<file path="src/iod_pkg.sv">
// Package: opcode codes, flag masks, clock counts and carriers for the integer decode block.
// Assumes one processor clock; every count is in clocks of that clock.
package iod_pkg;

	////////////////////////////////////////////////////////////////////////////////
	// Widths
	localparam int CNT_W = 12; // Largest count is 6+4*255 = 1026

	////////////////////////////////////////////////////////////////////////////////
	// Opcode bytes and opcode patterns
	localparam logic [7:0] OPC_CARRY_INV = 8'hf5; // Carry flag invert
	localparam logic [7:0] OPC_TWO_BYTE = 8'h0f; // Escape to second opcode byte
	localparam logic [7:0] OPC_ADJ_ADD = 8'h27; // Decimal adjust after add
	localparam logic [7:0] OPC_ADJ_SUB = 8'h2f; // Decimal adjust after subtract
	localparam logic [7:0] OPC_HALT = 8'hf4; // Halt
	localparam logic [7:0] OPC_FRAME = 8'hc8; // Stack frame entry
	localparam logic [7:0] OPC_WIDEN_EXT = 8'h98; // Word to doubleword, extended
	localparam logic [7:0] OPC_WIDEN = 8'h99; // Word to doubleword
	localparam logic [5:0] PAT_CMP_REGMEM = 6'h0e; // 38..3b, bits 7:2
	localparam logic [6:0] PAT_CMP_ACC = 7'h1e; // 3c/3d, bits 7:1
	localparam logic [5:0] PAT_IMM_GROUP = 6'h20; // 80..83, bits 7:2
	localparam logic [6:0] PAT_STR_CMP = 7'h53; // a6/a7, bits 7:1
	localparam logic [6:0] PAT_SWAP_EXT = 7'h58; // Second byte b0/b1, bits 7:1
	localparam logic [6:0] PAT_GROUP_FE = 7'h7f; // fe/ff, bits 7:1
	localparam logic [6:0] PAT_GROUP_F6 = 7'h7b; // f6/f7, bits 7:1
	localparam logic [4:0] PAT_SHORT_SUB1 = 5'h09; // 48..4f, bits 7:3
	localparam logic [1:0] MOD_REGISTER = 2'h3; // Mod field for register operand
	localparam logic [2:0] REG_CMP_IMM = 3'h7; // Compare immediate in 80..83
	localparam logic [2:0] REG_SUB_ONE = 3'h1; // Decrement in fe/ff
	localparam logic [2:0] REG_UQUOT = 3'h6; // Unsigned divide in f6/f7
	localparam logic [2:0] REG_SQUOT = 3'h7; // Signed divide in f6/f7
	localparam int BIT_DIR = 1; // Direction bit of 38..3b
	localparam int BIT_W = 0; // Width bit

	////////////////////////////////////////////////////////////////////////////////
	// Clock counts
	localparam logic [CNT_W-1:0] C_ONE = 12'h001;
	localparam logic [CNT_W-1:0] C_MEM_HIT = 12'h003;
	localparam logic [CNT_W-1:0] C_MEM_MISS = 12'h005;
	localparam logic [CNT_W-1:0] C_ADJ = 12'h004;
	localparam logic [CNT_W-1:0] C_SWAP_REG = 12'h005;
	localparam logic [CNT_W-1:0] C_SWAP_HIT = 12'h007;
	localparam logic [CNT_W-1:0] C_SWAP_MISS = 12'h008;
	localparam logic [CNT_W-1:0] C_STR_HIT = 12'h007;
	localparam logic [CNT_W-1:0] C_STR_MISS = 12'h008;
	localparam logic [CNT_W-1:0] C_WIDEN_EXT = 12'h003;
	localparam logic [CNT_W-1:0] C_HALT = 12'h003;
	localparam logic [CNT_W-1:0] C_UQ_B_REG = 12'h00e;
	localparam logic [CNT_W-1:0] C_UQ_B_HIT = 12'h00f;
	localparam logic [CNT_W-1:0] C_UQ_B_MISS = 12'h011;
	localparam logic [CNT_W-1:0] C_UQ_W_REG = 12'h016;
	localparam logic [CNT_W-1:0] C_UQ_W_HIT = 12'h017;
	localparam logic [CNT_W-1:0] C_UQ_W_MISS = 12'h018;
	localparam logic [CNT_W-1:0] C_UQ_D_REG = 12'h026;
	localparam logic [CNT_W-1:0] C_UQ_D_HIT = 12'h027;
	localparam logic [CNT_W-1:0] C_UQ_D_MISS = 12'h028;
	localparam logic [CNT_W-1:0] C_SQ_B_REG = 12'h013;
	localparam logic [CNT_W-1:0] C_SQ_B_HIT = 12'h014;
	localparam logic [CNT_W-1:0] C_SQ_B_MISS = 12'h016;
	localparam logic [CNT_W-1:0] C_SQ_W_REG = 12'h01b;
	localparam logic [CNT_W-1:0] C_SQ_W_HIT = 12'h01c;
	localparam logic [CNT_W-1:0] C_SQ_W_MISS = 12'h01d;
	localparam logic [CNT_W-1:0] C_SQ_D_REG = 12'h02b;
	localparam logic [CNT_W-1:0] C_SQ_D_HIT = 12'h02c;
	localparam logic [CNT_W-1:0] C_SQ_D_MISS = 12'h02f;
	localparam logic [CNT_W-1:0] C_FRAME_L0 = 12'h007;
	localparam logic [CNT_W-1:0] C_FRAME_L0_MISS = 12'h00a;
	localparam logic [CNT_W-1:0] C_FRAME_L1 = 12'h00a;
	localparam logic [CNT_W-1:0] C_FRAME_BASE = 12'h006;
	localparam logic [CNT_W-1:0] C_FRAME_STEP = 12'h004;
	localparam logic [7:0] LEVEL_ZERO = 8'h00;
	localparam logic [7:0] LEVEL_ONE = 8'h01;

	////////////////////////////////////////////////////////////////////////////////
	// Carriers
	typedef struct packed {
		logic of; // Overflow
		logic sf; // Sign
		logic zf; // Zero
		logic af; // Auxiliary carry
		logic pf; // Parity
		logic cf; // Carry
	} iod_flags_t;

	localparam iod_flags_t FLAGS_NONE = 6'h00;
	localparam iod_flags_t FLAGS_ARITH = 6'h3f; // All six arithmetic flags
	localparam iod_flags_t FLAGS_ADJ = 6'h1f; // Sign, zero, aux, parity, carry
	localparam iod_flags_t FLAGS_NO_CARRY = 6'h3e; // All but carry
	localparam iod_flags_t FLAGS_CARRY = 6'h01; // Carry only

	typedef enum logic [3:0] {
		IOD_OP_ILLEGAL,
		IOD_OP_CARRY_FLAG_INVERT,
		IOD_OP_COMPARE_INTEGERS,
		IOD_OP_COMPARE_STRING,
		IOD_OP_COMPARE_AND_SWAP,
		IOD_OP_WIDEN,
		IOD_OP_BCD_ADJUST_AFTER_ADD,
		IOD_OP_BCD_ADJUST_AFTER_SUBTRACT,
		IOD_OP_SUBTRACT_ONE,
		IOD_OP_UNSIGNED_QUOTIENT,
		IOD_OP_SIGNED_QUOTIENT,
		IOD_OP_FRAME_ENTRY,
		IOD_OP_HALT
	} iod_op_t;

	typedef enum logic [1:0] {
		IOD_SIZE_BYTE,
		IOD_SIZE_WORD,
		IOD_SIZE_DWORD
	} iod_size_t;

	typedef struct packed {
		logic [7:0] opcode; // First opcode byte
		logic [7:0] ext_opcode; // Byte after 0f escape
		logic [7:0] modrm; // Mode/reg/rm byte
		logic [7:0] level; // Nesting level of frame entry
		logic opsize_32; // Full-width operand size in force
		logic cache_hit; // Memory operand present in cache
	} iod_req_t;

	typedef struct packed {
		iod_op_t op; // Decoded operation
		iod_size_t size; // Operand size
		iod_flags_t flag_write; // Flags that the operation updates
		logic carry_invert; // Carry is inverted, not computed
		logic writes_operand; // Destination is written
		logic mem_operand; // Operand lives in memory
		logic [CNT_W-1:0] cycles; // Execution clocks
	} iod_dec_t;

endpackage

////////////////////////////////////////////////////////////////////////////////
// Execution timer: holds busy for a loaded number of clocks.
`timescale 1ns/100ps
module iod_exec_timer #(
	parameter int CNT_W = 12
) (
	input wire logic sys_clk,
	input wire logic sys_rst,
	input wire logic start,
	input wire logic [CNT_W-1:0] count,
	output logic busy,
	output logic done
);
	logic [CNT_W-1:0] remain_reg; // Clocks still to run

	// Load on start, then count down to zero
	always_ff @(posedge sys_clk or posedge sys_rst) begin
		if (sys_rst) begin
			remain_reg <= '0;
		end else if (start) begin
			remain_reg <= count;
		end else if (remain_reg != '0) begin
			remain_reg <= remain_reg - 1'b1;
		end
	end

	assign busy = (remain_reg != '0); // Any clock left
	assign done = (remain_reg == CNT_W'(1)); // Last clock of the operation
endmodule

</file>
<file path="src/iod_decode_top.sv">
// Integer instruction decoder with execution timing for one slice of the instruction set.
// Assumes request fields come from logic on sys_clk; no synchronisers are needed.
`timescale 1ns/100ps
module iod_decode_top (
	input wire logic sys_clk,
	input wire logic sys_rst,
	input wire logic req_valid,
	output logic req_ready,
	input wire iod_pkg::iod_req_t req,
	input wire logic wake,
	output iod_pkg::iod_dec_t dec_out,
	output logic exec_busy,
	output logic exec_done,
	output logic halted
);
	import iod_pkg::*;

	////////////////////////////////////////////////////////////////////////////////
	// Declarations
	iod_dec_t dec_next; // Combinational decode of the request
	iod_dec_t dec_reg; // Decode held for the running operation
	logic halted_reg; // Halt has completed, waiting for wake
	logic halt_running_reg; // The running operation is the halt
	logic accept; // Request taken this edge
	logic timer_busy; // Timer still counting
	logic timer_done; // Last clock of the operation
	logic [1:0] mod_f; // Mode field of modrm
	logic [2:0] reg_f; // Reg field of modrm
	logic is_mem; // Operand is in memory
	logic miss; // Memory operand missed the cache
	iod_size_t size_w; // Size from width bit and operand size

	////////////////////////////////////////////////////////////////////////////////
	// Count selection
	// Register, hit and miss counts chosen by operand place and cache state
	function automatic logic [CNT_W-1:0] pick(
		input logic mem,
		input logic cmiss,
		input logic [CNT_W-1:0] c_reg,
		input logic [CNT_W-1:0] c_hit,
		input logic [CNT_W-1:0] c_miss
	);
		logic [CNT_W-1:0] r;
		r = c_reg;
		if (mem && cmiss) begin
			r = c_miss;
		end else if (mem) begin
			r = c_hit;
		end
		return r;
	endfunction

	////////////////////////////////////////////////////////////////////////////////
	// Field extraction
	assign mod_f = req.modrm[7:6]; // Same place in one- and two-byte forms
	assign reg_f = req.modrm[5:3];
	assign is_mem = (mod_f != MOD_REGISTER);
	assign miss = is_mem && !req.cache_hit; // Only a memory operand can miss

	// Width bit picks byte; otherwise operand size picks word or doubleword
	always_comb begin
		if (!req.opcode[BIT_W]) begin
			size_w = IOD_SIZE_BYTE;
		end else if (req.opsize_32) begin
			size_w = IOD_SIZE_DWORD;
		end else begin
			size_w = IOD_SIZE_WORD;
		end
	end

	////////////////////////////////////////////////////////////////////////////////
	// Decode
	// Unknown encodings decode as illegal with one clock so the pipe never stalls
	always_comb begin
		dec_next = '0;
		dec_next.op = IOD_OP_ILLEGAL;
		dec_next.size = size_w;
		dec_next.flag_write = FLAGS_NONE;
		dec_next.cycles = C_ONE;
		if (req.opcode == OPC_CARRY_INV) begin
			// Only carry changes, and it is inverted
			dec_next.op = IOD_OP_CARRY_FLAG_INVERT;
			dec_next.flag_write = FLAGS_CARRY;
			dec_next.carry_invert = 1'b1;
			dec_next.cycles = C_ONE;
		end else if (req.opcode[7:2] == PAT_CMP_REGMEM) begin
			// Compare never writes its operands
			dec_next.op = IOD_OP_COMPARE_INTEGERS;
			dec_next.flag_write = FLAGS_ARITH;
			dec_next.mem_operand = is_mem;
			dec_next.cycles = pick(is_mem, miss, C_ONE, C_MEM_HIT, C_MEM_MISS);
		end else if (req.opcode[7:1] == PAT_CMP_ACC) begin
			// Immediate against accumulator
			dec_next.op = IOD_OP_COMPARE_INTEGERS;
			dec_next.flag_write = FLAGS_ARITH;
			dec_next.cycles = C_ONE;
		end else if (req.opcode[7:2] == PAT_IMM_GROUP && reg_f == REG_CMP_IMM) begin
			// Other reg values of this group are outside this slice
			dec_next.op = IOD_OP_COMPARE_INTEGERS;
			dec_next.flag_write = FLAGS_ARITH;
			dec_next.mem_operand = is_mem;
			dec_next.cycles = pick(is_mem, miss, C_ONE, C_MEM_HIT, C_MEM_MISS);
		end else if (req.opcode[7:1] == PAT_STR_CMP) begin
			// String compare always touches memory
			dec_next.op = IOD_OP_COMPARE_STRING;
			dec_next.flag_write = FLAGS_ARITH;
			dec_next.mem_operand = 1'b1;
			dec_next.cycles = req.cache_hit ? C_STR_HIT : C_STR_MISS;
		end else if (req.opcode == OPC_TWO_BYTE && req.ext_opcode[7:1] == PAT_SWAP_EXT) begin
			// Width bit sits in the second opcode byte here
			dec_next.op = IOD_OP_COMPARE_AND_SWAP;
			dec_next.size = !req.ext_opcode[BIT_W] ? IOD_SIZE_BYTE :
				(req.opsize_32 ? IOD_SIZE_DWORD : IOD_SIZE_WORD);
			dec_next.flag_write = FLAGS_ARITH;
			dec_next.writes_operand = 1'b1;
			dec_next.mem_operand = is_mem;
			dec_next.cycles = pick(is_mem, miss, C_SWAP_REG, C_SWAP_HIT, C_SWAP_MISS);
		end else if (req.opcode == OPC_WIDEN || req.opcode == OPC_WIDEN_EXT) begin
			// Sign extension of the accumulator, no flags
			dec_next.op = IOD_OP_WIDEN;
			dec_next.writes_operand = 1'b1;
			dec_next.cycles = (req.opcode == OPC_WIDEN) ? C_ONE : C_WIDEN_EXT;
		end else if (req.opcode == OPC_ADJ_ADD) begin
			// Acts on the low accumulator byte
			dec_next.op = IOD_OP_BCD_ADJUST_AFTER_ADD;
			dec_next.size = IOD_SIZE_BYTE;
			dec_next.flag_write = FLAGS_ADJ;
			dec_next.writes_operand = 1'b1;
			dec_next.cycles = C_ADJ;
		end else if (req.opcode == OPC_ADJ_SUB) begin
			// Acts on the low accumulator byte
			dec_next.op = IOD_OP_BCD_ADJUST_AFTER_SUBTRACT;
			dec_next.size = IOD_SIZE_BYTE;
			dec_next.flag_write = FLAGS_ADJ;
			dec_next.writes_operand = 1'b1;
			dec_next.cycles = C_ADJ;
		end else if (req.opcode[7:1] == PAT_GROUP_FE && reg_f == REG_SUB_ONE) begin
			// Carry is kept, so the mask leaves it out
			dec_next.op = IOD_OP_SUBTRACT_ONE;
			dec_next.flag_write = FLAGS_NO_CARRY;
			dec_next.writes_operand = 1'b1;
			dec_next.mem_operand = is_mem;
			dec_next.cycles = pick(is_mem, miss, C_ONE, C_MEM_HIT, C_MEM_MISS);
		end else if (req.opcode[7:3] == PAT_SHORT_SUB1) begin
			// Short register form, register in opcode bits
			dec_next.op = IOD_OP_SUBTRACT_ONE;
			dec_next.size = req.opsize_32 ? IOD_SIZE_DWORD : IOD_SIZE_WORD;
			dec_next.flag_write = FLAGS_NO_CARRY;
			dec_next.writes_operand = 1'b1;
			dec_next.cycles = C_ONE;
		end else if (req.opcode[7:1] == PAT_GROUP_F6 && reg_f == REG_UQUOT) begin
			// Flags are left undefined, so none are written
			dec_next.op = IOD_OP_UNSIGNED_QUOTIENT;
			dec_next.writes_operand = 1'b1;
			dec_next.mem_operand = is_mem;
			unique case (size_w)
				IOD_SIZE_BYTE: dec_next.cycles = pick(is_mem, miss, C_UQ_B_REG, C_UQ_B_HIT, C_UQ_B_MISS);
				IOD_SIZE_WORD: dec_next.cycles = pick(is_mem, miss, C_UQ_W_REG, C_UQ_W_HIT, C_UQ_W_MISS);
				IOD_SIZE_DWORD: dec_next.cycles = pick(is_mem, miss, C_UQ_D_REG, C_UQ_D_HIT, C_UQ_D_MISS);
				default: dec_next.cycles = C_ONE;
			endcase
		end else if (req.opcode[7:1] == PAT_GROUP_F6 && reg_f == REG_SQUOT) begin
			// Signed form pays the extra sign fix-up clocks
			dec_next.op = IOD_OP_SIGNED_QUOTIENT;
			dec_next.writes_operand = 1'b1;
			dec_next.mem_operand = is_mem;
			unique case (size_w)
				IOD_SIZE_BYTE: dec_next.cycles = pick(is_mem, miss, C_SQ_B_REG, C_SQ_B_HIT, C_SQ_B_MISS);
				IOD_SIZE_WORD: dec_next.cycles = pick(is_mem, miss, C_SQ_W_REG, C_SQ_W_HIT, C_SQ_W_MISS);
				IOD_SIZE_DWORD: dec_next.cycles = pick(is_mem, miss, C_SQ_D_REG, C_SQ_D_HIT, C_SQ_D_MISS);
				default: dec_next.cycles = C_ONE;
			endcase
		end else if (req.opcode == OPC_FRAME) begin
			// Only level zero has a separate miss count
			dec_next.op = IOD_OP_FRAME_ENTRY;
			dec_next.writes_operand = 1'b1;
			dec_next.mem_operand = 1'b1;
			if (req.level == LEVEL_ZERO) begin
				dec_next.cycles = req.cache_hit ? C_FRAME_L0 : C_FRAME_L0_MISS;
			end else if (req.level == LEVEL_ONE) begin
				dec_next.cycles = C_FRAME_L1;
			end else begin
				dec_next.cycles = CNT_W'(C_FRAME_BASE + C_FRAME_STEP * CNT_W'(req.level));
			end
		end else if (req.opcode == OPC_HALT) begin
			// Halt runs its clocks, then holds off requests
			dec_next.op = IOD_OP_HALT;
			dec_next.cycles = C_HALT;
		end
	end

	////////////////////////////////////////////////////////////////////////////////
	// Handshake
	// One operation at a time; nothing is taken while halted
	assign req_ready = !timer_busy && !halted_reg;
	assign accept = req_valid && req_ready;

	// Timer for the decoded clock count
	iod_exec_timer #(
		.CNT_W(CNT_W)
	) u_timer (
		.sys_clk(sys_clk),
		.sys_rst(sys_rst),
		.start(accept),
		.count(dec_next.cycles),
		.busy(timer_busy),
		.done(timer_done)
	);

	////////////////////////////////////////////////////////////////////////////////
	// Decode register
	// Held until the next request so the executing unit sees it throughout
	always_ff @(posedge sys_clk or posedge sys_rst) begin
		if (sys_rst) begin
			dec_reg <= '0;
		end else if (accept) begin
			dec_reg <= dec_next;
		end
	end

	// Marks whether the running operation is the halt
	always_ff @(posedge sys_clk or posedge sys_rst) begin
		if (sys_rst) begin
			halt_running_reg <= 1'b0;
		end else if (accept) begin
			halt_running_reg <= (dec_next.op == IOD_OP_HALT);
		end
	end

	// Halted state: completion sets it, wake clears it; set wins
	always_ff @(posedge sys_clk or posedge sys_rst) begin
		if (sys_rst) begin
			halted_reg <= 1'b0;
		end else if (timer_done && halt_running_reg) begin
			halted_reg <= 1'b1;
		end else if (wake) begin
			halted_reg <= 1'b0;
		end
	end

	////////////////////////////////////////////////////////////////////////////////
	// Outputs
	assign dec_out = dec_reg;
	assign exec_busy = timer_busy;
	assign exec_done = timer_done;
	assign halted = halted_reg;
endmodule

</file>
<file path="config.mk">
export PLATFORM = sky130hd
export DESIGN_NAME = iod_decode_top
export DESIGN_NICKNAME = d
export VERILOG_FILES = /design/src/iod_pkg.sv /design/src/iod_decode_top.sv
export SDC_FILE = /design/constraint.sdc
export NUM_CORES = 1
export LEC_CHECK = 0
export BUFFER_PORTS_ARGS = -buffer_cell sky130_fd_sc_hd__buf_2
export CORE_ASPECT_RATIO = 1.75
export CORE_UTILIZATION = 40
export CTS_BUF_LIST = sky130_fd_sc_hd__clkbuf_4 sky130_fd_sc_hd__clkbuf_8 sky130_fd_sc_hd__clkbuf_16
export DETAILED_ROUTE_END_ITERATION = 6
export PLACE_DENSITY = 0.73
export SETUP_SLACK_MARGIN = 0.05
export SLEW_MARGIN = 15
export SYNTH_ARGS = -nofsm -noshare
export SYNTH_HDL_FRONTEND = slang
export SYNTH_HIERARCHICAL = 1
export SYNTH_SLANG_ARGS = --single-unit
</file>
<file path="constraint.sdc">
create_clock -name sys_clk -period 2.5 [get_ports sys_clk]
set_input_delay 0.5 -clock sys_clk [delete_from_list [all_inputs] [get_ports sys_clk]]
set_output_delay 0.5 -clock sys_clk [all_outputs]
set_load 0.1 [all_outputs]
</file>
==> results of run 1 <==
==> cells in the final DEF (no fill, tap or decap), types with 6 or more instances in the layout <==
master,synthesis,routed
sky130_fd_sc_hd__nand3_1,14,14
sky130_fd_sc_hd__o21ai_0,27,27
sky130_fd_sc_hd__xor2_1,11,11
sky130_fd_sc_hd__dfrtp_1,37,37
sky130_fd_sc_hd__buf_4,6,19
sky130_fd_sc_hd__nor2_1,31,30
sky130_fd_sc_hd__buf_2,6,63
sky130_fd_sc_hd__a22o_1,6,6
sky130_fd_sc_hd__nor3_1,9,9
sky130_fd_sc_hd__a21oi_1,14,14
sky130_fd_sc_hd__nand4_1,7,7
sky130_fd_sc_hd__nand2_1,48,47
sky130_fd_sc_hd__ha_1,8,8
sky130_fd_sc_hd__inv_1,18,17
==> path summary, 6_finish.rpt <==
check	startpoint	cells past startpoint	slack, ns	to
min in group sys_clk	wake	2	0.41	halted
hold / removal	sys_rst	2	0.22	u_timer/remain_reg[7]
hold reg to reg	dec_out[8]	2	0.47	dec_out[8]
setup reg to reg	u_timer/remain_reg[7]	9	0.19	dec_out[23]
max in group asynchronous	sys_rst	3	1.97	halted
setup / recovery	req[26]	12	0.15	u_timer/remain_reg[1]
==> power by group <==
group / switching [mW] / internal [mW]
registers: 0.153 / 0.739
clock network: 0.218 / 0.402
logic: 0.677 / 0.306
total: 1.05 / 1.45
==> critical path: cells and delay by family <==
family | cells | cell delay [ns]
buffers and inverters | 2 | 0.19
and+or+nand+nor | 4 | 0.83
AOI/OAI and AO/OA | 5 | 0.79
adders and majority gates | 1 | 0.22
==> per-layer routing <==
metal / vias to the layer above / routed length (um)
li1: 1355 / -
met3: 29 / 276
met4: 0 / 391
met1: 1296 / 2820
met5: - / 0
met2: 106 / 4090
==> logic make-up after synthesis <==
kind of cell	share of synthesized area, %
buffers and inverters	6.02
adders and majority gates	3.57
other	0.134
muxes	1.11
AOI/OAI and AO/OA	18.2
DFF	33.0
and+or+nand+nor	32.9
xor gates and xnor gates	4.99
==> area by class of cell <==
type	instances	area, um2	area share (%)
timing repair buffer	83	478	13.8
clock buffer	7	146	4.23
tap	84	105	3.04
multi-input combinational	269	1730	50.1
sequential	37	926	26.8
inverter	18	70.1	2.03
==> through the flow <==
stage	hold slack, ns	instance area [um2]	setup TNS [ns]	utilization, %
2_1_floorplan	0.365	2860	-7.41	-
3_3_place_gp	0.461	3300	-0.0483	48.5
3_5_place_dp	0.465	3300	-0.121	48.5
4_1_cts	0.234	3450	0	50.7
5_1_grt	0.283	3460	0	50.8
6_report	0.223	3460	0	50.8
==> what timing repair did <==
| action | CTS | global route |
|---|---|---|
| setup buffers | 0 | 1 |
| hold buffers | 0 | 0 |
| endpoints found under the setup margin | 0 | 2 |
==> impl_results.html, run 1 <==
<table>
<tr><th>Metric</th><th>Value</th></tr>
<tr><th colspan="2">Outcome</th></tr>
<tr><td>Run status</td><td>finished with violations</td></tr>
<tr><td>Failing checks</td><td>design-rule violations</td></tr>
<tr><th colspan="2">STA</th></tr>
<tr><td>Shortest period the worst path allows</td><td>2.35 ns</td></tr>
<tr><td>Worst rel slew slack</td><td>51.6%</td></tr>
<tr><td>Number of max-slew violations in the final report</td><td>0</td></tr>
<tr><td>Tcrit/Tclk final</td><td>94.1%</td></tr>
<tr><td>Fmax</td><td>425 MHz</td></tr>
<tr><td>Setup repair after global routing missed its margin</td><td>no</td></tr>
<tr><td>Setup WS post-layout</td><td>0.147 ns</td></tr>
<tr><td>Final hold violation count</td><td>0</td></tr>
<tr><td>Worst clock skew</td><td>0.00349 ns</td></tr>
<tr><td>Final setup violation count</td><td>0</td></tr>
<tr><td>Slew at the pin with the worst max-slew slack</td><td>0.719 ns</td></tr>
<tr><th colspan="2">GRT</th></tr>
<tr><td>Grt met3 use</td><td>1.41%</td></tr>
<tr><td>Global-route wire length before repair</td><td>12,900 um</td></tr>
<tr><td>Number of global-route vias before repair</td><td>2,763</td></tr>
<tr><td>Most utilized layer in the global route result</td><td>met2</td></tr>
<tr><td>Largest net degree at the start of global routing</td><td>26</td></tr>
<tr><td>Global-route track usage on met1</td><td>23.9%</td></tr>
<tr><td>Number of antenna violations at the first check in global routing</td><td>0</td></tr>
<tr><td>Overall overflow remaining after global route</td><td>0</td></tr>
<tr><td>Global-route usage over all layers</td><td>22.5%</td></tr>
<tr><td>Met2 usage</td><td>41.9%</td></tr>
<tr><th colspan="2">Logic synthesis</th></tr>
<tr><td>Library cell with the highest instance count after synthesis</td><td>sky130_fd_sc_hd__nand2_1</td></tr>
<tr><td>Yosys top cell area share</td><td>33.0%</td></tr>
<tr><td>Top post-synthesis cells by count</td><td>sky130_fd_sc_hd__nand2_1 (48), sky130_fd_sc_hd__dfrtp_1 (37), sky130_fd_sc_hd__nor2_1 (31)</td></tr>
<tr><td>Post-synthesis sequential area ratio</td><td>33.0%</td></tr>
<tr><td>Number of standard cells after synthesis</td><td>342</td></tr>
<tr><td>Area of the mapped netlist</td><td>2810 um2</td></tr>
<tr><td>Seq cells post-synth</td><td>37</td></tr>
<tr><td>Post-synth ARST share</td><td>100%</td></tr>
<tr><td>Synth Flop Type</td><td>sky130_fd_sc_hd__dfrtp_1</td></tr>
<tr><td>Number of synthesized flops with an enable pin</td><td>0</td></tr>
<tr><td>Top cells by area in the synthesized netlist</td><td>sky130_fd_sc_hd__dfrtp_1 (33%), sky130_fd_sc_hd__nand2_1 (6.4%), sky130_fd_sc_hd__o21ai_0 (4.8%), sky130_fd_sc_hd__nor2_1 (4.1%), sky130_fd_sc_hd__ha_1 (3.6%)</td></tr>
<tr><td>Syn_area_per_cell</td><td>8.21 um2</td></tr>
<tr><td>Syn. warnings</td><td>6</td></tr>
<tr><td>Cell type with the largest total area after synthesis</td><td>sky130_fd_sc_hd__dfrtp_1</td></tr>
<tr><td>Number of library cell types mapped by synthesis</td><td>63</td></tr>
<tr><th colspan="2">Job</th></tr>
<tr><td>Max-cap violations</td><td>0</td></tr>
<tr><th colspan="2">Clock tree</th></tr>
<tr><td>CTS max path bufs</td><td>2</td></tr>
<tr><td>Inserted Clock Buffers</td><td>5</td></tr>
<tr><td>H-tree levels</td><td>2</td></tr>
<tr><td>Worst-Skew Late Latency</td><td>0.28 ns</td></tr>
<tr><td>Gates resized, CTS repair</td><td>0</td></tr>
<tr><td>Clock tree from TritonCTS</td><td>done</td></tr>
<tr><td>CTS sink count</td><td>37</td></tr>
<tr><td>Clock transition at the registers of the reported paths</td><td>0.05 ns</td></tr>
<tr><td>Root buffer cell</td><td>sky130_fd_sc_hd__clkbuf_16</td></tr>
<tr><th colspan="2">Die</th></tr>
<tr><td>IO Pins</td><td>69</td></tr>
<tr><td>Total core area</td><td>6810 um2</td></tr>
<tr><td>Die boundary height</td><td>113 um</td></tr>
<tr><td>Row cnt</td><td>40</td></tr>
<tr><td>Die Footprint</td><td>7370 um2</td></tr>
<tr><td>Overall die width</td><td>65.3 um</td></tr>
<tr><td>Initial cell density of the core</td><td>41.2%</td></tr>
<tr><th colspan="2">Layout</th></tr>
<tr><td>Share of final-layout standard cells stronger than drive strength 1</td><td>26.3%</td></tr>
<tr><td>Synthesis-to-finish area growth</td><td>23.2%</td></tr>
<tr><td>Number of antenna repair diodes</td><td>0</td></tr>
<tr><td># nets final</td><td>460</td></tr>
<tr><td>Number of flip-flops under the largest register name</td><td>23</td></tr>
<tr><td>Fin cells</td><td>498</td></tr>
<tr><td>Total of fill cells in the finished design</td><td>680</td></tr>
<tr><th colspan="2">Place</th></tr>
<tr><td>HPWL after detailed placement</td><td>6200 um</td></tr>
<tr><td>Final RePlAce weighted congestion</td><td>0.987</td></tr>
<tr><td>Buffers added on ports</td><td>64</td></tr>
<tr><td>Worst slack, placed</td><td>-0.121 ns</td></tr>
<tr><td>Cell Count Post-Placement</td><td>490</td></tr>
<tr><th colspan="2">Worst setup path</th></tr>
<tr><td>Slowest cell on crit path</td><td>sky130_fd_sc_hd__or4_1</td></tr>
<tr><td>Highest fanout seen on the critical path</td><td>4</td></tr>
<tr><td>Cells along the critical path</td><td>buf_2 &gt; inv_1 &gt; nor2_1 &gt; ha_1 &gt; o21ba_2 &gt; a211o_1 &gt; a21oi_1 &gt; or4_1 &gt; a32o_1 &gt; o21ai_0 &gt; nor2b_1 &gt; nor3_1</td></tr>
<tr><td>Sort of element at the end of the critical path</td><td>register</td></tr>
<tr><td>Worst stage delay on the critical path</td><td>0.51 ns</td></tr>
<tr><td>Data required time at the worst endpoint</td><td>2.69 ns</td></tr>
<tr><td>Kind of critical path</td><td>input port to register</td></tr>
<tr><td>CP startpoint kind</td><td>input port</td></tr>
<tr><td>Critical path arrival</td><td>2.54 ns</td></tr>
<tr><th colspan="2">Pwr</th></tr>
<tr><td>Leakage power</td><td>1.63 nW</td></tr>
<tr><td>Total power draw</td><td>2.49 mW</td></tr>
<tr><td>Peak VDD IR</td><td>0.385 mV</td></tr>
<tr><td>Pwr Density</td><td>721 nW/um2</td></tr>
<tr><th colspan="2">Drt</th></tr>
<tr><td>Routed len/inst</td><td>15.2 um</td></tr>
<tr><td>DRC violations left</td><td>2</td></tr>
<tr><td>Number of vias per cell after detailed routing</td><td>5.59</td></tr>
<tr><td>Detailed Route WL</td><td>7580 um</td></tr>
<tr><td>Antenna violation net count after detailed routing</td><td>0</td></tr>
<tr><td>Total vias in the final route</td><td>2,786</td></tr>
<tr><td>Violation count after the first detailed-route iteration</td><td>151</td></tr>
<tr><td>Pre-antenna DRT Iters</td><td>7</td></tr>
<tr><th colspan="2">Hold path</th></tr>
<tr><td>Hold Crit Class</td><td>input port to asynchronous set/reset pin</td></tr>
</table>
(Power assumes the default switching activity.)
==> run 2, diff against run 1 <==
==> constraint.sdc (replaced) <==
create_clock -name sys_clk -period 2.5 [get_ports sys_clk]
set_input_delay 0.125 -clock sys_clk [delete_from_list [all_inputs] [get_ports sys_clk]]
set_output_delay 0.125 -clock sys_clk [all_outputs]
set_load 0.1 [all_outputs]
==> run 2 against run 1 <==
Compared with the run above: the flow still finishes with violations (design-rule violations); critical endpoint is now dec_out[23]; largest cell class unchanged; sequential share of layout area rose by 0.45 points; combinational power fell by 3.2%; clock skew rose by 0.0014 ns; cell area fell by 1.7%; clock power rose by 17%; worst hold slack got worse by 0.18 ns; cell count fell by 1.8%; non-clock buffer count fell by 10.
==> impl_results.html, run 2 (synthesized netlist as in run 1, its figures left out) <==
<table>
<tr><th>Metric</th><th>Value</th></tr>
<tr><th colspan="2">Clock tree</th></tr>
<tr><td>CTS max path bufs</td><td>2 (unchanged)</td></tr>
<tr><td>Inserted Clock Buffers</td><td>5 (unchanged)</td></tr>
<tr><td>CTS sink count</td><td>37 (unchanged)</td></tr>
<tr><td>H-tree levels</td><td>2 (unchanged)</td></tr>
<tr><td>Worst-Skew Late Latency</td><td>0.27 ns (about the same)</td></tr>
<tr><td>Gates resized, CTS repair</td><td>0 (unchanged)</td></tr>
<tr><td>Root buffer cell</td><td>sky130_fd_sc_hd__clkbuf_16</td></tr>
<tr><td>Clock tree from TritonCTS</td><td>done</td></tr>
<tr><td>Clock transition at the registers of the reported paths</td><td>0.05 ns (about the same)</td></tr>
<tr><th colspan="2">Die</th></tr>
<tr><td>Die boundary height</td><td>113 um (unchanged)</td></tr>
<tr><td>Overall die width</td><td>65.3 um (unchanged)</td></tr>
<tr><td>Row cnt</td><td>40 (unchanged)</td></tr>
<tr><td>Total core area</td><td>6810 um2 (unchanged)</td></tr>
<tr><td>Die Footprint</td><td>7370 um2 (unchanged)</td></tr>
<tr><td>IO Pins</td><td>69 (unchanged)</td></tr>
<tr><td>Initial cell density of the core</td><td>41.2% (unchanged)</td></tr>
<tr><th colspan="2">GRT</th></tr>
<tr><td>Global-route wire length before repair</td><td>12,600 um (-2.7%)</td></tr>
<tr><td>Number of global-route vias before repair</td><td>2,744 (-0.69%)</td></tr>
<tr><td>Number of antenna violations at the first check in global routing</td><td>0 (unchanged)</td></tr>
<tr><td>Global-route usage over all layers</td><td>21.9% (-0.63 points)</td></tr>
<tr><td>Overall overflow remaining after global route</td><td>0 (unchanged)</td></tr>
<tr><td>Largest net degree at the start of global routing</td><td>26 (unchanged)</td></tr>
<tr><th colspan="2">STA</th></tr>
<tr><td>Tcrit/Tclk final</td><td>86.4% (-7.7 points)</td></tr>
<tr><td>Final hold violation count</td><td>0 (unchanged)</td></tr>
<tr><td>Worst clock skew</td><td>0.00490 ns (+0.00141 ns)</td></tr>
<tr><td>Worst rel slew slack</td><td>37.0% (-15 points)</td></tr>
<tr><td>Fmax</td><td>463 MHz (+9.0%)</td></tr>
<tr><td>Number of max-slew violations in the final report</td><td>0 (unchanged)</td></tr>
<tr><td>Final setup violation count</td><td>0 (unchanged)</td></tr>
<tr><td>Setup WS post-layout</td><td>0.341 ns (+0.194 ns)</td></tr>
<tr><td>Final worst hold slack</td><td>0.0467 ns (-0.176 ns)</td></tr>
<tr><td>Slew at the pin with the worst max-slew slack</td><td>0.944 ns (+0.225 ns)</td></tr>
<tr><td>Setup repair after global routing missed its margin</td><td>no</td></tr>
<tr><td>Shortest period the worst path allows</td><td>2.16 ns (-0.194 ns)</td></tr>
<tr><th colspan="2">Place</th></tr>
<tr><td>Buffers added on ports</td><td>64 (unchanged)</td></tr>
<tr><td>Final RePlAce weighted congestion</td><td>0.968 (-2.0%)</td></tr>
<tr><td>HPWL after detailed placement</td><td>6070 um (-2.1%)</td></tr>
<tr><td>Worst slack, placed</td><td>0.146 ns (+0.267 ns)</td></tr>
<tr><th colspan="2">Worst setup path</th></tr>
<tr><td>Highest fanout seen on the critical path</td><td>10 (+6)</td></tr>
<tr><td>CP startpoint kind</td><td>register</td></tr>
<tr><td>Cells along the critical path</td><td>inv_1 &gt; ha_1 &gt; nor2b_2 &gt; nand4_4 &gt; nor2_4 &gt; nand2_4 &gt; inv_4 &gt; nand2_1 &gt; a221oi_1 &gt; a21oi_1</td></tr>
<tr><td>Data required time at the worst endpoint</td><td>2.65 ns (-0.04 ns)</td></tr>
<tr><td>Slowest cell on crit path</td><td>sky130_fd_sc_hd__dfrtp_1</td></tr>
<tr><td>Sort of element at the end of the critical path</td><td>register</td></tr>
<tr><td>Critical path arrival</td><td>2.31 ns (-0.23 ns)</td></tr>
<tr><td>Worst stage delay on the critical path</td><td>0.42 ns (-0.09 ns)</td></tr>
<tr><td>Kind of critical path</td><td>register to register</td></tr>
<tr><th colspan="2">Drt</th></tr>
<tr><td>Total vias in the final route</td><td>2,691 (-3.4%)</td></tr>
<tr><td>Violation count after the first detailed-route iteration</td><td>90 (-40%)</td></tr>
<tr><td>Antenna violation net count after detailed routing</td><td>0 (unchanged)</td></tr>
<tr><td>DRC violations left</td><td>4 (+2)</td></tr>
<tr><td>Number of vias per cell after detailed routing</td><td>5.50 (-1.6%)</td></tr>
<tr><td>Detailed Route WL</td><td>7450 um (-1.7%)</td></tr>
<tr><td>Pre-antenna DRT Iters</td><td>6 (-1)</td></tr>
<tr><td>Routed len/inst</td><td>15.2 um (+0.11%)</td></tr>
<tr><th colspan="2">Outcome</th></tr>
<tr><td>Run status</td><td>finished with violations</td></tr>
<tr><td>Failing checks</td><td>design-rule violations</td></tr>
<tr><th colspan="2">Pwr</th></tr>
<tr><td>Peak VDD IR</td><td>0.292 mV (-24%)</td></tr>
<tr><td>Total power draw</td><td>2.56 mW (+2.8%)</td></tr>
<tr><td>Pwr Density</td><td>754 nW/um2 (+4.5%)</td></tr>
<tr><td>Leakage power</td><td>1.59 nW (-2.4%)</td></tr>
<tr><th colspan="2">Layout</th></tr>
<tr><td>Highest-count cells in the layout ignoring fill and taps</td><td>sky130_fd_sc_hd__buf_2 (64), sky130_fd_sc_hd__nand2_1 (47), sky130_fd_sc_hd__dfrtp_1 (37)</td></tr>
<tr><td>Most common cell after layout, fill and taps aside</td><td>sky130_fd_sc_hd__buf_2</td></tr>
<tr><td>Synthesis-to-finish area growth</td><td>21.2%</td></tr>
<tr><td># nets final</td><td>450 (-2.2%)</td></tr>
<tr><td>Number of antenna repair diodes</td><td>0 (unchanged)</td></tr>
<tr><td>Share of final-layout standard cells stronger than drive strength 1</td><td>24.4% (-1.9 points)</td></tr>
<tr><td>Number of flip-flops under the largest register name</td><td>23 (unchanged)</td></tr>
<tr><th colspan="2">Job</th></tr>
<tr><td>Max-cap violations</td><td>0 (unchanged)</td></tr>
<tr><th colspan="2">Hold path</th></tr>
<tr><td>Hold Crit Class</td><td>input port to register</td></tr>
</table>
run 2: where the power goes:
group,leakage [nW],switching [mW],total (mW),internal [mW]
logic,1.02,0.664,0.951,0.287
registers,0.484,0.150,0.888,0.738
clock network,0.0831,0.226,0.723,0.497
total,1.59,1.04,2.56,1.52
run 2: worst max-delay path, delay by kind of cell (launching register included):
family | cells | cell delay, ns
and+or+nand+nor | 5 | 0.84
DFF | 1 | 0.42
AOI/OAI and AO/OA | 2 | 0.41
buffers and inverters | 2 | 0.21
adders and majority gates | 1 | 0.15
run 2: final cells by class:
type / instances / area, um2
multi-input combinational: 269 / 1730
sequential: 37 / 926
inverter: 18 / 70.1
timing repair buffer: 73 / 390
tap: 84 / 105
clock inverter: 2 / 37.5
clock buffer: 6 / 139
fill: 690 / 3410
run 2: through the flow:
| stage | utilization, % | std cells | instance area (um2) | setup TNS [ns] |
|---|---|---|---|---|
| 3_3_place_gp | 47.2 | 480 | 3210 | 0 |
| 2_1_floorplan | - | 343 | 2860 | -7.41 |
| 4_1_cts | 50.0 | 489 | 3400 | 0 |
| 3_5_place_dp | 47.2 | 480 | 3210 | 0 |
| 6_report | 50.0 | 489 | 3400 | 0 |
| 5_1_grt | 50.0 | 489 | 3400 | 0 |
run 2: repair_timing:
item,CTS,global route
endpoints found under the setup margin,0,0
endpoints found under the hold margin,12,0
setup buffers,0,0
hold buffers,1,0
run 2: path summary, 6_finish.rpt:
check | from | endpoint | slack, ns | depth (start not counted)
worst max-delay path | u_timer/remain_reg[0] | dec_out[23] | 0.34 | 10
worst min-delay path | wake | halted | 0.05 | 2
worst max register to register | u_timer/remain_reg[0] | dec_out[23] | 0.34 | 10
worst min register to register | dec_out[8] | dec_out[8] | 0.48 | 2
max in group asynchronous | sys_rst | dec_out[19] | 1.30 | 3
min in group asynchronous | sys_rst | u_timer/remain_reg[7] | 0.40 | 3
run 2: routing by layer:
metal  vias up  track usage [%]  share of wire (%)
met4         0             15.1                5.4
li1       1337                -                  -
met5         -                0                  0
met3        25             2.12                2.8
met2        72             40.1                 54
met1      1257             22.3                 37
==> run 3, diff against run 2 <==
--- a/config.mk
+++ b/config.mk
@@ -7,10 +7,10 @@
 export LEC_CHECK = 0
 export BUFFER_PORTS_ARGS = -buffer_cell sky130_fd_sc_hd__buf_2
 export CORE_ASPECT_RATIO = 1.75
-export CORE_UTILIZATION = 40
+export CORE_UTILIZATION = 54
 export CTS_BUF_LIST = sky130_fd_sc_hd__clkbuf_4 sky130_fd_sc_hd__clkbuf_8 sky130_fd_sc_hd__clkbuf_16
 export DETAILED_ROUTE_END_ITERATION = 6
-export PLACE_DENSITY = 0.73
+export PLACE_DENSITY = 0.89
 export SETUP_SLACK_MARGIN = 0.05
 export SLEW_MARGIN = 15
 export SYNTH_ARGS = -nofsm -noshare
==> constraint.sdc (replaced) <==
create_clock -name sys_clk -period 2.3 [get_ports sys_clk]
set_input_delay 0.115 -clock sys_clk [delete_from_list [all_inputs] [get_ports sys_clk]]
set_output_delay 0.115 -clock sys_clk [all_outputs]
set_load 0.1 [all_outputs]
==> run 3 against run 2 <==
Compared with the run above: the run now ends clean; critical path depth stayed put; via count grew 4.1%; register-to-register slack worse by 0.12 ns; count of clock-buffer cells in the layout fell by 1; sequential power grew 9.0%; die area shrank 25%; combinational power rose by 10%; cell count fell by 4.5%; sequential share of layout area is 0.060 points higher; wire length is 5.3% higher; global-route usage grew 8.2 points; highest routed layer unchanged.
==> impl_results.html, run 3 (synthesized netlist as in run 1, its figures left out) <==
<table>
<tr><th>Metric</th><th>Value</th></tr>
<tr><th colspan="2">Die</th></tr>
<tr><td>Initial cell density of the core</td><td>56.4% (+15 points)</td></tr>
<tr><td>Overall die width</td><td>56.5 um (-14%)</td></tr>
<tr><td>Die Footprint</td><td>5500 um2 (-25%)</td></tr>
<tr><td>Total core area</td><td>4980 um2 (-27%)</td></tr>
<tr><td>Die boundary height</td><td>97.4 um (-14%)</td></tr>
<tr><td>IO Pins</td><td>69 (unchanged)</td></tr>
<tr><td>Row cnt</td><td>34 (-15%)</td></tr>
<tr><th colspan="2">GRT</th></tr>
<tr><td>Overall overflow remaining after global route</td><td>0 (unchanged)</td></tr>
<tr><td>Number of antenna violations at the first check in global routing</td><td>0 (unchanged)</td></tr>
<tr><td>Global-route usage over all layers</td><td>30.0% (+8.2 points)</td></tr>
<tr><td>Global-route wire length before repair</td><td>13,000 um (+3.5%)</td></tr>
<tr><td>Number of global-route vias before repair</td><td>2,848 (+3.8%)</td></tr>
<tr><td>Largest net degree at the start of global routing</td><td>26 (unchanged)</td></tr>
<tr><th colspan="2">Clock tree</th></tr>
<tr><td>Clock tree from TritonCTS</td><td>done</td></tr>
<tr><td>Root buffer cell</td><td>sky130_fd_sc_hd__clkbuf_8</td></tr>
<tr><td>CTS max path bufs</td><td>2 (unchanged)</td></tr>
<tr><td>H-tree levels</td><td>2 (unchanged)</td></tr>
<tr><td>Inserted Clock Buffers</td><td>5 (unchanged)</td></tr>
<tr><td>Clock transition at the registers of the reported paths</td><td>0.08 ns (+0.03 ns)</td></tr>
<tr><td>CTS sink count</td><td>37 (unchanged)</td></tr>
<tr><td>Worst-Skew Late Latency</td><td>0.29 ns (+0.02 ns)</td></tr>
<tr><th colspan="2">Worst setup path</th></tr>
<tr><td>Number of cells on the critical path</td><td>10 (unchanged)</td></tr>
<tr><td>Kind of critical path</td><td>register to register</td></tr>
<tr><td>Reg-to-reg endpoint</td><td>dec_out[23]</td></tr>
<tr><td>Family with the most delay on the worst path</td><td>simple AND/OR/NAND/NOR gates</td></tr>
<tr><td>Worst stage delay on the critical path</td><td>0.44 ns (+0.02 ns)</td></tr>
<tr><td>CP startpoint kind</td><td>register</td></tr>
<tr><td>Cells along the critical path</td><td>inv_1 &gt; ha_1 &gt; nor2b_2 &gt; nand4_4 &gt; nor2_4 &gt; nand2_4 &gt; inv_4 &gt; nand2_1 &gt; a221oi_1 &gt; a21oi_1</td></tr>
<tr><td>Highest fanout seen on the critical path</td><td>10 (unchanged)</td></tr>
<tr><td>Slowest cell on crit path</td><td>sky130_fd_sc_hd__dfrtp_1</td></tr>
<tr><td>CP startpoint</td><td>u_timer/remain_reg[0]</td></tr>
<tr><td>Critical path arrival</td><td>2.25 ns (-0.06 ns)</td></tr>
<tr><td>Worst reg-to-reg setup slack</td><td>0.22 ns (-0.12 ns)</td></tr>
<tr><td>End point of the critical path</td><td>dec_out[23]</td></tr>
<tr><td>Data required time at the worst endpoint</td><td>2.47 ns (-0.18 ns)</td></tr>
<tr><td>Reg2Reg Launch Point</td><td>u_timer/remain_reg[0]</td></tr>
<tr><td>Sort of element at the end of the critical path</td><td>register</td></tr>
<tr><td>Length in cells of the worst reg-to-reg path</td><td>10 (unchanged)</td></tr>
<tr><td>Worst Path Buf+Inv</td><td>2 (unchanged)</td></tr>
<tr><th colspan="2">Pwr</th></tr>
<tr><td>Net load switching power</td><td>1.14 mW (+9.8%)</td></tr>
<tr><td>Pwr Density</td><td>793 nW/um2 (+5.2%)</td></tr>
<tr><td>Share of power burned in the clock network</td><td>25.0% (-3.2 points)</td></tr>
<tr><td>Logic pwr share</td><td>39.0% (+1.9 points)</td></tr>
<tr><td>Switching Fraction</td><td>42.5% (+1.9 points)</td></tr>
<tr><td>Leakage power</td><td>1.62 nW (+1.5%)</td></tr>
<tr><td>Peak VDD IR</td><td>0.771 mV (+160%)</td></tr>
<tr><td>Part of the power in registers</td><td>36.0% (+1.3 points)</td></tr>
<tr><td>Internal Dissipation</td><td>1.55 mW (+1.7%)</td></tr>
<tr><th colspan="2">Place</th></tr>
<tr><td>Final RePlAce weighted congestion</td><td>0.962 (-0.59%)</td></tr>
<tr><td>Worst slack, placed</td><td>0.0425 ns (-0.103 ns)</td></tr>
<tr><td>Cell Count Post-Placement</td><td>458 (-4.6%)</td></tr>
<tr><td>HPWL after detailed placement</td><td>6270 um (+3.3%)</td></tr>
<tr><td>Buffers added on ports</td><td>64 (unchanged)</td></tr>
<tr><th colspan="2">STA</th></tr>
<tr><td>Shortest period the worst path allows</td><td>2.08 ns (-0.0754 ns)</td></tr>
<tr><td>Worst rel slew slack</td><td>33.9% (-3.1 points)</td></tr>
<tr><td>Worst clock skew</td><td>0.00288 ns (-0.00202 ns)</td></tr>
<tr><td>Slew at the pin with the worst max-slew slack</td><td>0.990 ns (+0.0464 ns)</td></tr>
<tr><td>Setup repair after global routing missed its margin</td><td>no</td></tr>
<tr><td>Tcrit/Tclk final</td><td>90.6% (+4.2 points)</td></tr>
<tr><td>Final worst hold slack</td><td>0.0117 ns (-0.0350 ns)</td></tr>
<tr><td>Number of max-slew violations in the final report</td><td>0 (unchanged)</td></tr>
<tr><td>Final hold violation count</td><td>0 (unchanged)</td></tr>
<tr><td>Setup WS post-layout</td><td>0.216 ns (-0.125 ns)</td></tr>
<tr><td>Final setup violation count</td><td>0 (unchanged)</td></tr>
<tr><td>Fmax</td><td>480 MHz (+3.6%)</td></tr>
<tr><th colspan="2">Layout</th></tr>
<tr><td>Share of final-layout standard cells stronger than drive strength 1</td><td>25.9% (+1.5 points)</td></tr>
<tr><td>Highest-count cells in the layout ignoring fill and taps</td><td>sky130_fd_sc_hd__buf_2 (64), sky130_fd_sc_hd__nand2_1 (47), sky130_fd_sc_hd__dfrtp_1 (37)</td></tr>
<tr><td>Synthesis-to-finish area growth</td><td>20.9%</td></tr>
<tr><td>Number of flip-flops under the largest register name</td><td>23 (unchanged)</td></tr>
<tr><td>Fin cells</td><td>467 (-4.5%)</td></tr>
<tr><td># nets final</td><td>458 (+1.8%)</td></tr>
<tr><td>Final design utilization</td><td>68.2% (+18 points)</td></tr>
<tr><td>Most common cell after layout, fill and taps aside</td><td>sky130_fd_sc_hd__buf_2</td></tr>
<tr><td>Number of antenna repair diodes</td><td>0 (unchanged)</td></tr>
<tr><th colspan="2">Drt</th></tr>
<tr><td>DRC violations left</td><td>0 (-4)</td></tr>
<tr><td>Violation count after the first detailed-route iteration</td><td>64 (-29%)</td></tr>
<tr><td>Detailed Route WL</td><td>7840 um (+5.3%)</td></tr>
<tr><td>Pre-antenna DRT Iters</td><td>4 (-2)</td></tr>
<tr><td>Antenna violation net count after detailed routing</td><td>0 (unchanged)</td></tr>
<tr><td>Routed len/inst</td><td>16.8 um (+10%)</td></tr>
<tr><td>Total vias in the final route</td><td>2,801 (+4.1%)</td></tr>
<tr><td>Number of vias per cell after detailed routing</td><td>6.00 (+9.0%)</td></tr>
<tr><th colspan="2">Outcome</th></tr>
<tr><td>Run status</td><td>complete, no violations</td></tr>
<tr><th colspan="2">Hold path</th></tr>
<tr><td>Hold Crit Class</td><td>input port to register</td></tr>
<tr><th colspan="2">Job</th></tr>
<tr><td>Max-cap violations</td><td>0 (unchanged)</td></tr>
</table>
## run 3: cell types whose count changed in the layout (fill, tap and decap cells not counted), sizes merged
| cell | previous run | this run |
|---|---|---|
| clkinv | 0 | 1 |
| buf | 72 | 80 |
| clkbuf | 6 | 5 |
| clkinvlp | 1 | 0 |
| bufinv | 1 | 2 |
## run 3: worst min-delay path by stage
stage | startpoint | to | depth (start not counted)
final | wake | halted | 2
after detailed placement | sys_rst | u_timer/remain_reg[7] | 2
after global placement | sys_rst | u_timer/remain_reg[7] | 2
after CTS | wake | halted | 2
after global routing | wake | halted | 2
after floorplan | sys_rst | u_timer/remain_reg[0] | 1
## run 3: power groups by stage
stage,combinational (mW),sequential [mW],clock (mW)
6_report,1.05,0.968,0.672
5_1_grt,1.13,0.987,0.707
4_1_cts,1.05,0.967,0.675
3_5_place_dp,1.04,0.978,0
3_3_place_gp,1.02,0.965,0
2_1_floorplan,0.498,1.28,0
## run 3: layout make-up
type                            count  area [um2]
Clock buffer                        5        68.8
Clock inverter                      3        65.1
Fill cell                         432        1580
Inverter                           18        70.1
Multi-Input combinational cell    269        1730
Sequential cell                    37         926
Tap cell                           54        67.6
Timing Repair Buffer               81         463
## run 3: repair_timing
| action | in CTS | in global routing |
|---|---|---|
| hold buffers | 1 | 0 |
| resized for setup | 0 | 0 |
| endpoints found under the setup margin | 0 | 0 |
| endpoints found under the hold margin | 12 | 0 |
| setup buffers | 0 | 0 |
## run 3: per-layer routing
| metal | vias up | wire length [um] | GRT usage [%] |
|---|---|---|---|
| li1 | 1352 | - | - |
| met1 | 1324 | 2880 | 32.3 |
| met2 | 96 | 4280 | 53.7 |
| met3 | 29 | 245 | 3.20 |
| met4 | 0 | 425 | 19.3 |
| met5 | - | 0 | 0 |
## run 3: metrics by stage
stage                     total power [mW]  setup TNS (ns)  cell area [um2]
after detailed placement              2.02               0             3250
after floorplan                       1.78          -14.61             2860
final                                 2.69               0             3390
after CTS                             2.69               0             3390
after global routing                  2.83               0             3390
after global placement                1.98               0             3250
